[config.mk]
export PLATFORM = sky130hd
export DESIGN_NAME = mpeg_core
export DESIGN_NICKNAME = d
export VERILOG_FILES = /design/src/mpeg_pkg.sv /design/src/mpeg_core.sv
export SDC_FILE = /design/constraint.sdc
export NUM_CORES = 2
export LEC_CHECK = 0
export BUFFER_PORTS_ARGS = -buffer_cell sky130_fd_sc_hd__buf_2
export CAP_MARGIN = 10
export CELL_PAD_IN_SITES_DETAIL_PLACEMENT = 1
export CELL_PAD_IN_SITES_GLOBAL_PLACEMENT = 1
export CORE_UTILIZATION = 35
export CTS_CLUSTER_SIZE = 8
export DETAILED_ROUTE_END_ITERATION = 12
export PLACE_DENSITY = 0.69
export SYNTH_ARGS = -nofsm -noshare
export SYNTH_HDL_FRONTEND = slang
export SYNTH_SLANG_ARGS = --single-unit
[constraint.sdc]
create_clock -name clk -period 14.8 [get_ports clk]
set_input_delay 1.48 -clock clk [delete_from_list [all_inputs] [get_ports clk]]
set_output_delay 1.48 -clock clk [all_outputs]
set_load 0.005 [all_outputs]
[src/mpeg_pkg.sv]
// Purpose: Constants and types of the multimode pwm edge generator
// Assumes: 16-bit counter and edge values, 32-bit register port
// Notes:   Register offsets are byte addresses, one word each
package mpeg_pkg;

    // ==========================================================
    // Widths
    localparam int DW = 16;
    localparam int AW = 8;
    localparam int BW = 32;

    // ==========================================================
    // Register offsets
    localparam logic [AW-1:0] OFS_CTRL = 8'h00;
    localparam logic [AW-1:0] OFS_STAT = 8'h40;
    localparam logic [AW-1:0] OFS_LAST_CFG = 8'h3C;
    localparam int ADR_LSB = 2;

    // Config array indices (offset / 4)
    localparam int IDX_PRD = 1;
    localparam int IDX_EV1 = 2;
    localparam int IDX_EV2 = 3;
    localparam int IDX_EV3 = 4;
    localparam int IDX_EV4 = 5;
    localparam int IDX_CAA = 6;
    localparam int IDX_CAB = 7;
    localparam int IDX_AOFS = 8;
    localparam int IDX_PHASE = 9;
    localparam int IDX_ST1 = 10;
    localparam int IDX_ST2 = 11;
    localparam int IDX_BAB = 12;
    localparam int IDX_BAE = 13;
    localparam int IDX_BBB = 14;
    localparam int IDX_BBE = 15;
    localparam int NUM_CFG = 15;

    // ==========================================================
    // Control fields
    localparam int CTL_MODE_LSB = 0;
    localparam int CTL_MODE_MSB = 2;
    localparam int CTL_ASEL = 3;
    localparam int CTL_PSRC = 4;
    localparam int CTL_EN = 5;
    localparam int CTL_MSB = 5;

    // Status fields
    localparam int ST_A = 16;
    localparam int ST_B = 17;
    localparam int ST_BLA = 18;
    localparam int ST_BLB = 19;
    localparam int ST_MODE_LSB = 20;
    localparam int ST_MODE_MSB = 22;

    // ==========================================================
    // Reset values and constants
    localparam logic [DW-1:0] CFG_RST = 16'h0000;
    localparam logic [DW-1:0] PRD_RST = 16'h00FF;
    localparam logic [DW-1:0] CNT_ZERO = 16'h0000;
    localparam logic [DW:0] ONE_X = 17'h00001;

    // ==========================================================
    // Operating modes, Gray coded
    typedef enum logic [2:0] {
        MD_NORMAL = 3'h0,
        MD_MULTI = 3'h1,
        MD_RESON = 3'h3,
        MD_TRI = 3'h2,
        MD_LEAD = 3'h6
    } mpeg_mode_t;

    // Edge targets of one switching period
    typedef struct packed {
        logic [DW-1:0] a_rise;
        logic [DW-1:0] a_fall;
        logic [DW-1:0] b_rise;
        logic [DW-1:0] b_fall;
        logic [DW-1:0] adapt;
        logic [DW-1:0] phase;
        logic a_on;
        logic adapt_on;
    } mpeg_tgt_t;

    // Values frozen at period start
    typedef struct packed {
        logic [DW-1:0] duty;
        logic [DW-1:0] fper;
        logic [DW-1:0] period_value;
        logic [DW-1:0] aofs;
    } mpeg_snap_t;

endpackage

[src/mpeg_core.sv]
// Purpose: Multimode pwm edge generator around a period counter
// Assumes: Filter duty and period come from logic on clk
// Notes:   Edge arithmetic is modulo 2^16; multi mode B fall folds at the period
//
// Chosen here: the register offsets and the address-and-strobe port.
`timescale 1ns/10ps

module mpeg_core
    import mpeg_pkg::*;
(
    input wire logic clk, // System clock
    input wire logic nrst, // Async reset, low
    input wire logic [AW-1:0] addr, // Register byte address
    input wire logic [BW-1:0] wdata, // Write data
    input wire logic wr_en, // Write strobe
    input wire logic rd_en, // Read strobe
    output logic [BW-1:0] rdata, // Read data, next cycle
    input wire logic [DW-1:0] filt_duty, // Filter duty result
    input wire logic [DW-1:0] filt_period, // Filter period result
    output logic pwm_out_a, // Gate drive A
    output logic pwm_out_b, // Gate drive B
    output logic adapt_trig, // Adaptive sample trigger
    output logic samp_trig1, // Sample trigger 1
    output logic samp_trig2, // Sample trigger 2
    output logic blank_a, // Blanking window A
    output logic blank_b, // Blanking window B
    output logic phase_trig, // Phase trigger out
    output logic period_start // First cycle of period
);

    // ==========================================================
    // Functions
    // Folds a sum past the period back into range
    function automatic logic [DW-1:0] wrap_mod(
        input logic [DW:0] v,
        input logic [DW-1:0] lim
    );
        logic [DW:0] t;
        t = v - {1'b0, lim} - ONE_X;
        wrap_mod = (v > {1'b0, lim}) ? t[DW-1:0] : v[DW-1:0];
    endfunction

    // Modes whose pulse starts at event 1
    function automatic logic is_trailing(input mpeg_mode_t m);
        is_trailing = (m == MD_NORMAL) || (m == MD_MULTI) ||
            (m == MD_RESON);
    endfunction

    // Checks that a written mode code is one of the five
    function automatic logic mode_ok(input logic [2:0] m);
        mode_ok = (m == MD_NORMAL) || (m == MD_MULTI) ||
            (m == MD_RESON) || (m == MD_TRI) || (m == MD_LEAD);
    endfunction

    // ==========================================================
    // Declarations
    mpeg_mode_t mode_r;
    logic asel_r;
    logic psrc_r;
    logic en_r;
    logic [DW-1:0] cfg_r [1:NUM_CFG];
    logic [DW-1:0] cnt_r;
    logic [DW-1:0] cnt_nxt;
    logic run_r;
    logic wrap;
    logic [DW-1:0] lim;
    mpeg_snap_t snap_r;
    mpeg_tgt_t tg;
    logic [DW-1:0] dt1;
    logic [DW-1:0] dt2;
    logic [DW:0] dt_sum;
    logic [DW-1:0] dt_avg;
    logic [DW-1:0] half_d;
    logic [DW-1:0] half_p;
    logic [DW-1:0] a_end;
    logic [DW-1:0] a_beg;
    logic [DW:0] mb_sum;
    logic [DW-1:0] aa;
    logic [DW-1:0] ab;
    logic [AW-1:0] idx;
    logic cfg_hit;
    logic [BW-1:0] stat;

    // ==========================================================
    // Register port
    // Word index and config-range decode
    assign idx = addr >> ADR_LSB;
    assign cfg_hit = (addr[ADR_LSB-1:0] == 2'h0) &&
        (addr != OFS_CTRL) && (addr <= OFS_LAST_CFG);

    // Control register; invalid mode codes keep the old mode
    always_ff @(posedge clk or negedge nrst)
    begin
        if (!nrst)
        begin
            mode_r <= MD_NORMAL;
            asel_r <= 1'b0;
            psrc_r <= 1'b0;
            en_r <= 1'b0;
        end
        else if (wr_en && addr == OFS_CTRL)
        begin
            if (mode_ok(wdata[CTL_MODE_MSB:CTL_MODE_LSB]))
            begin
                mode_r <= mpeg_mode_t'(
                    wdata[CTL_MODE_MSB:CTL_MODE_LSB]);
            end
            asel_r <= wdata[CTL_ASEL];
            psrc_r <= wdata[CTL_PSRC];
            en_r <= wdata[CTL_EN];
        end
    end

    // One writable 16-bit register per config index
    genvar gi;
    generate
        for (gi = 1; gi <= NUM_CFG; gi++)
        begin : g_cfg
            always_ff @(posedge clk or negedge nrst)
            begin
                if (!nrst)
                begin
                    cfg_r[gi] <= (gi == IDX_PRD) ? PRD_RST : CFG_RST;
                end
                else if (wr_en && cfg_hit && idx == AW'(gi))
                begin
                    cfg_r[gi] <= wdata[DW-1:0];
                end
            end
        end
    endgenerate

    // Status word: counter, outputs and mode
    always_comb
    begin
        stat = '0;
        stat[DW-1:0] = cnt_r;
        stat[ST_A] = pwm_out_a;
        stat[ST_B] = pwm_out_b;
        stat[ST_BLA] = blank_a;
        stat[ST_BLB] = blank_b;
        stat[ST_MODE_MSB:ST_MODE_LSB] = mode_r;
    end

    // Read data stands only in the cycle after the strobe
    always_ff @(posedge clk or negedge nrst)
    begin
        if (!nrst)
        begin
            rdata <= '0;
        end
        else if (rd_en && addr == OFS_CTRL)
        begin
            rdata <= BW'({en_r, psrc_r, asel_r, mode_r});
        end
        else if (rd_en && addr == OFS_STAT)
        begin
            rdata <= stat;
        end
        else if (rd_en && cfg_hit)
        begin
            rdata <= BW'(cfg_r[idx]);
        end
        else
        begin
            rdata <= '0;
        end
    end

    // ==========================================================
    // Period counter
    // Resonant mode runs on the filter period
    assign lim = (mode_r == MD_RESON) ? snap_r.fper : snap_r.period_value;
    assign wrap = run_r && (cnt_r >= lim);
    assign cnt_nxt = wrap ? CNT_ZERO : cnt_r + 16'h0001;

    // Counter; held at zero while disabled
    always_ff @(posedge clk or negedge nrst)
    begin
        if (!nrst)
        begin
            cnt_r <= CNT_ZERO;
            run_r <= 1'b0;
        end
        else if (!en_r)
        begin
            cnt_r <= CNT_ZERO;
            run_r <= 1'b0;
        end
        else
        begin
            run_r <= 1'b1;
            cnt_r <= run_r ? cnt_nxt : CNT_ZERO;
        end
    end

    // Snapshot of loop values taken as a period begins
    always_ff @(posedge clk or negedge nrst)
    begin
        if (!nrst)
        begin
            snap_r <= '0;
        end
        else if (en_r && (!run_r || wrap))
        begin
            snap_r.duty <= filt_duty;
            snap_r.fper <= filt_period;
            snap_r.period_value <= cfg_r[IDX_PRD];
            snap_r.aofs <= cfg_r[IDX_AOFS];
        end
    end

    // ==========================================================
    // Edge targets
    // Shared terms of the mode equations
    assign half_d = snap_r.duty >> 1;
    assign half_p = snap_r.period_value >> 1;
    assign dt1 = cfg_r[IDX_EV3] - cfg_r[IDX_EV2];
    assign dt2 = cfg_r[IDX_EV1] + snap_r.period_value -
        cfg_r[IDX_EV4];
    assign dt_sum = {1'b0, dt1} + {1'b0, dt2};
    assign dt_avg = dt_sum[DW:1];
    assign a_end = cfg_r[IDX_EV1] + snap_r.duty + cfg_r[IDX_CAA];
    assign a_beg = cfg_r[IDX_EV1] - snap_r.duty + cfg_r[IDX_CAA];
    assign mb_sum = {1'b0, cfg_r[IDX_EV3]} + {1'b0, snap_r.duty} +
        {1'b0, cfg_r[IDX_CAB]};
    assign aa = cfg_r[IDX_EV1] + snap_r.duty + snap_r.aofs;
    assign ab = cfg_r[IDX_EV1] + half_d + snap_r.aofs;

    // Per-mode rise and fall points
    always_comb
    begin
        tg = '0;
        tg.a_on = 1'b1;
        tg.adapt_on = 1'b1;
        tg.adapt = asel_r ? ab : aa;
        tg.phase = psrc_r ? snap_r.duty : cfg_r[IDX_PHASE];
        case (mode_r)
            MD_NORMAL:
            begin
                tg.a_rise = cfg_r[IDX_EV1];
                tg.a_fall = a_end;
                tg.b_rise = a_end + dt1;
                tg.b_fall = cfg_r[IDX_EV4];
            end
            MD_MULTI:
            begin
                tg.a_rise = cfg_r[IDX_EV1];
                tg.a_fall = a_end;
                tg.b_rise = cfg_r[IDX_EV3];
                tg.b_fall = wrap_mod(mb_sum, lim);
            end
            MD_RESON:
            begin
                tg.a_rise = cfg_r[IDX_EV1];
                tg.a_fall = a_end - cfg_r[IDX_CAA] - dt_avg;
                tg.b_rise = tg.a_fall + dt1;
                tg.b_fall = snap_r.fper -
                    (snap_r.period_value - cfg_r[IDX_EV4]);
            end
            MD_TRI:
            begin
                tg.a_on = 1'b0;
                tg.adapt_on = 1'b0;
                tg.b_rise = half_p - half_d + cfg_r[IDX_CAA];
                tg.b_fall = half_p + half_d + cfg_r[IDX_CAB];
            end
            MD_LEAD:
            begin
                tg.a_fall = cfg_r[IDX_EV1];
                tg.a_rise = a_beg;
                tg.b_rise = cfg_r[IDX_EV4];
                tg.b_fall = a_beg - (cfg_r[IDX_EV2] -
                    cfg_r[IDX_EV3]);
                tg.adapt = asel_r ?
                    cfg_r[IDX_EV1] - half_d + snap_r.aofs :
                    cfg_r[IDX_EV1] - snap_r.duty + snap_r.aofs;
            end
            default:
            begin
                tg.a_on = 1'b0;
                tg.adapt_on = 1'b0;
            end
        endcase
    end

    // ==========================================================
    // Output edges
    // Output A; trailing modes end the pulse at the wrap
    always_ff @(posedge clk or negedge nrst)
    begin
        if (!nrst)
        begin
            pwm_out_a <= 1'b0;
        end
        else if (!run_r || !tg.a_on || cnt_r == tg.a_fall ||
            (wrap && is_trailing(mode_r)))
        begin
            pwm_out_a <= 1'b0;
        end
        else if (cnt_r == tg.a_rise)
        begin
            pwm_out_a <= 1'b1;
        end
    end

    // Output B; in multi mode a full-width pulse stays on
    always_ff @(posedge clk or negedge nrst)
    begin
        if (!nrst)
        begin
            pwm_out_b <= 1'b0;
        end
        else if (run_r && mode_r == MD_MULTI && cnt_r == tg.b_rise)
        begin
            pwm_out_b <= 1'b1;
        end
        else if (!run_r || cnt_r == tg.b_fall)
        begin
            pwm_out_b <= 1'b0;
        end
        else if (cnt_r == tg.b_rise)
        begin
            pwm_out_b <= 1'b1;
        end
    end

    // One-cycle trigger pulses
    always_ff @(posedge clk or negedge nrst)
    begin
        if (!nrst)
        begin
            adapt_trig <= 1'b0;
            samp_trig1 <= 1'b0;
            samp_trig2 <= 1'b0;
            phase_trig <= 1'b0;
            period_start <= 1'b0;
        end
        else
        begin
            adapt_trig <= run_r && tg.adapt_on &&
                cnt_r == tg.adapt;
            samp_trig1 <= run_r && cnt_r == cfg_r[IDX_ST1];
            samp_trig2 <= run_r && cnt_r == cfg_r[IDX_ST2];
            phase_trig <= run_r && cnt_r == tg.phase;
            period_start <= run_r && cnt_r == CNT_ZERO;
        end
    end

    // Blanking windows, set at begin and cleared at end
    always_ff @(posedge clk or negedge nrst)
    begin
        if (!nrst)
        begin
            blank_a <= 1'b0;
            blank_b <= 1'b0;
        end
        else
        begin
            if (!run_r || cnt_r == cfg_r[IDX_BAE])
            begin
                blank_a <= 1'b0;
            end
            else if (cnt_r == cfg_r[IDX_BAB])
            begin
                blank_a <= 1'b1;
            end
            if (!run_r || cnt_r == cfg_r[IDX_BBE])
            begin
                blank_b <= 1'b0;
            end
            else if (cnt_r == cfg_r[IDX_BBB])
            begin
                blank_b <= 1'b1;
            end
        end
    end

endmodule

==> impl_results.md <==
* Final hold violation count at 0
* Cells after DPL at 5165
* Dpl hpwl at 119000 µm
* Rel. slew slack at 21.6%
* Kind of critical path: reg -> reg
* Post-synth top area share at 24.3%
* Flop pwr share at 13.5%
* Clock Sinks at 359
* Max Buffers Root-to-Sink at 3
* Commonest non-fill, non-tap cells in the layout: 373 x inv_1, 350 x dfrtp_1, 308 x ha_1
* Endpoints failing setup at 0
* Synth Area in Simple Gates at 9.95%
* Clk Latency, worst-skew pair at 0.64 ns
* Logic pwr share at 72.9%
* Share of cells above drive strength 1 at 16.8%
* Port buffer count at 91
* H-tree depth at 2
* Filler-free cell count of the finished design at 5241
* CP arrival at 10.10 ns
* RSZ-0062 raised after global routing: false
* Synthesized instance count at 3784
* Critical Path Fanout Max at 9
* Crit-path slowest cell: dfrtp_1
* Initial Util at 35.4%
* Synthesis-to-layout area growth at 10.2%
* Worst hold path type: reg -> reg
* GPL Wtd Cong at 0.963
* # Max-Cap Violations at 0
* Die Area at 105000 µm²
* Total GRT Usage at 28.5%
* Worst slew pin tran at 1.17 ns
* Mapped Area at 36100 µm²
* Final net count at 4383
* Initial antenna violation count at 9
* Period utilisation layout at 64.5%
* Setup_tns at 0 ns
* Final clock skew at 0.0355 ns
* PD cells at 208 nW/µm²
* Synth Area in Compound Gates at 15.4%
* P_leak at 0.0187 µW
* Peak Freq at 105 MHz
* First-pass DRT Iterations at 5
* Area leader, netlist: dfrtp_1
* Synthesis Warnings at 0
* Synth Register Bits at 359
* VDD IR-drop max at 0.0938 mV
* Cell Int Power at 4090 µW
* Cell variety after synth at 93
* Crit end category: flop
* Clock share of power at 13.6%
* Largest net degree at the start of global routing at 116
* Postcts setup bufs at 0
* Syn avg cell area at 9.55 µm²
* Async set-reset flop share out of synthesis at 100%
* Height of the chip at 323 µm
* Post-synthesis mux area share at 14.5%
* Antenna viol nets, final at 0
* Main combinational cell family by area after synthesis: adder cells
* CTS tree: yes
* Status: finished, final reports clean
* Number of global-route vias before repair at 32.8k
* Period minus WS final at 9.55 ns
* First-pass GRT wire length at 217000 µm
* Crit-path most repeated cell: o21ai_0
* Largest cells by area after synthesis: dfrtp_1 24%, ha_1 11%, mux2_2 9.0%
* Sequential fraction of the synthesis area at 24.9%
* Synth Area in Adders at 18.9%
* CP max stage delay at 0.67 ns
* Pins Over Slew Limit at 0
* Critical Path RT at 15.36 ns
* Switch Pwr at 4200 µW
* Post-synth top flop: dfrtp_1
* CTS root buffer: clkbuf_16
* DR vias/cell at 5.87
* Initial detailed-routing violation count at 2503
* Hold buffer count at CTS at 0
* DRC violations left at 0
* Total grt overflow at 0
* Via count at 30.8k
* Post-CTS Resized at 0
* Total power at 8300 µW
* Most common cell after layout, fill and taps aside: inv_1
* DR WL/cell at 28.4 µm
* Startpoint Class: flop
* Core outline area at 102000 µm²
* CTS clk-pin slew, worst paths at 0.06 ns
* Routed wire length at 149000 µm
* Post-synth EDFFs at 0
* XOR/XNOR Fraction of Synth Area at 10.7%
* Sw Share at 50.7%
* Die Wd at 323 µm
* Row cnt at 117
* Fillcell total at 11.7k
* I/O pins at 117
* CTS buffer count at 52
cell type report:
| class | count | area [µm²] | area share [%] |
|---|---|---|---|
| Antenna cell | 5 | 12.5 | 0.0314 |
| Clock buffer | 66 | 1380 | 3.47 |
| Clock inverter | 5 | 100 | 0.251 |
| Inverter | 374 | 1400 | 3.52 |
| Multi-Input combinational cell | 2898 | 25200 | 63.2 |
| Sequential cell | 359 | 8990 | 22.6 |
| Tap cell | 1368 | 1710 | 4.30 |
| Timing Repair Buffer | 166 | 1030 | 2.59 |
cell families (layout without fill, tap and decap cells):
kind of cell / count (synthesis) / in the layout
AOI/OAI and AO/OA: 844 / 844
adders and majority gates: 456 / 456
buffers and inverters: 535 / 611
DFF: 359 / 359
other: 1 / 14
muxes: 395 / 395
and+or+nand+nor: 754 / 754
xor gates and xnor gates: 440 / 440
stage by stage:
stage	hold slack [ns]	instance area, µm²	setup WS (ns)	util, %
floorplan	0.409	36200	7.19	-
global placement	0.495	38300	5.45	37.6
detailed placement	0.509	38300	5.38	37.6
CTS	0.522	39800	5.29	39.0
global route	0.541	39800	4.52	39.0
finish	0.512	39800	5.25	39.0
worst max-delay path, delay by kind of cell, from the launching register on:
family                   cells  cell delay [ns]
XOR/XNOR                     4             0.74
buffers and inverters        1             0.28
AO/OA/AOI/OAI               17             4.10
flip-flops                   1             0.67
adder cells (fa/ha/maj)      6             2.45
AND/OR/NAND/NOR              7             1.23
state kept, by name (all words and copies together), names as in the netlist:
signal and flops:
run_r 1, snap_r 34, phase_trig 1, pwm_out_b 1, half_d 15, psrc_r 1
en_r 1, half_p 15, samp_trig2 1, asel_r 1, cfg_r 240, blank_a 1
rdata 23, samp_trig1 1, period_start 1, cnt_r 16, blank_b 1, adapt_trig 1
pwm_out_a 1, mode_r 3
synth_stat cells, types with 20 or more instances:
library cell	instances
fa_1	148
mux2i_1	30
a31oi_1	24
o21a_1	22
o21ai_0	195
a211oi_1	36
o211ai_1	23
ha_1	308
xor2_1	166
mux4_2	73
inv_1	373
nand2_1	213
dfrtp_1	351
nor2_1	208
nand2b_1	27
nand3_1	56
nor2b_1	29
nor4_1	30
clkbuf_1	115
o21bai_1	27
a21oi_1	207
a22o_1	32
mux2_2	289
nand4_1	38
nor3_1	62
a21o_1	74
a22oi_1	37
xnor2_1	272
a21boi_0	20
buf_1	30
worst paths after layout:
check	endpoint	slack, ns	from	cells past startpoint
worst max-delay path	pwm_out_b	5.25	cfg_r[209]	35
worst min-delay path	half_d[4]	0.51	half_d[4]	1
worst max register to register	pwm_out_b	5.25	cfg_r[209]	35
worst min register to register	half_d[4]	0.51	half_d[4]	1
max in group asynchronous	cfg_r[177]	11.70	nrst	3
min in group asynchronous	rdata[15]	0.86	nrst	1
routing by layer:
metal  share of wire [%]  wire length (µm)  track usage (%)  vias to the layer above
met4                 5.6              8350             14.6                        8
met3                 6.5              9640             4.58                      318
li1                    -                 -                -                    13506
met1                  41             61100             35.9                    15899
met2                  47             69500             47.0                     1039
met5               0.035                52                0                        -
power groups by stage:
stage                     clock, µW  sequential [µW]  combinational [µW]
after floorplan                   0             1120                4250
after global placement            0             1130                5790
after detailed placement          0             1130                5910
after CTS                      1150             1110                5970
after global routing           1180             1120                6570
final                          1130             1120                6050
No activity file was read; power rests on OpenSTA's default activity.
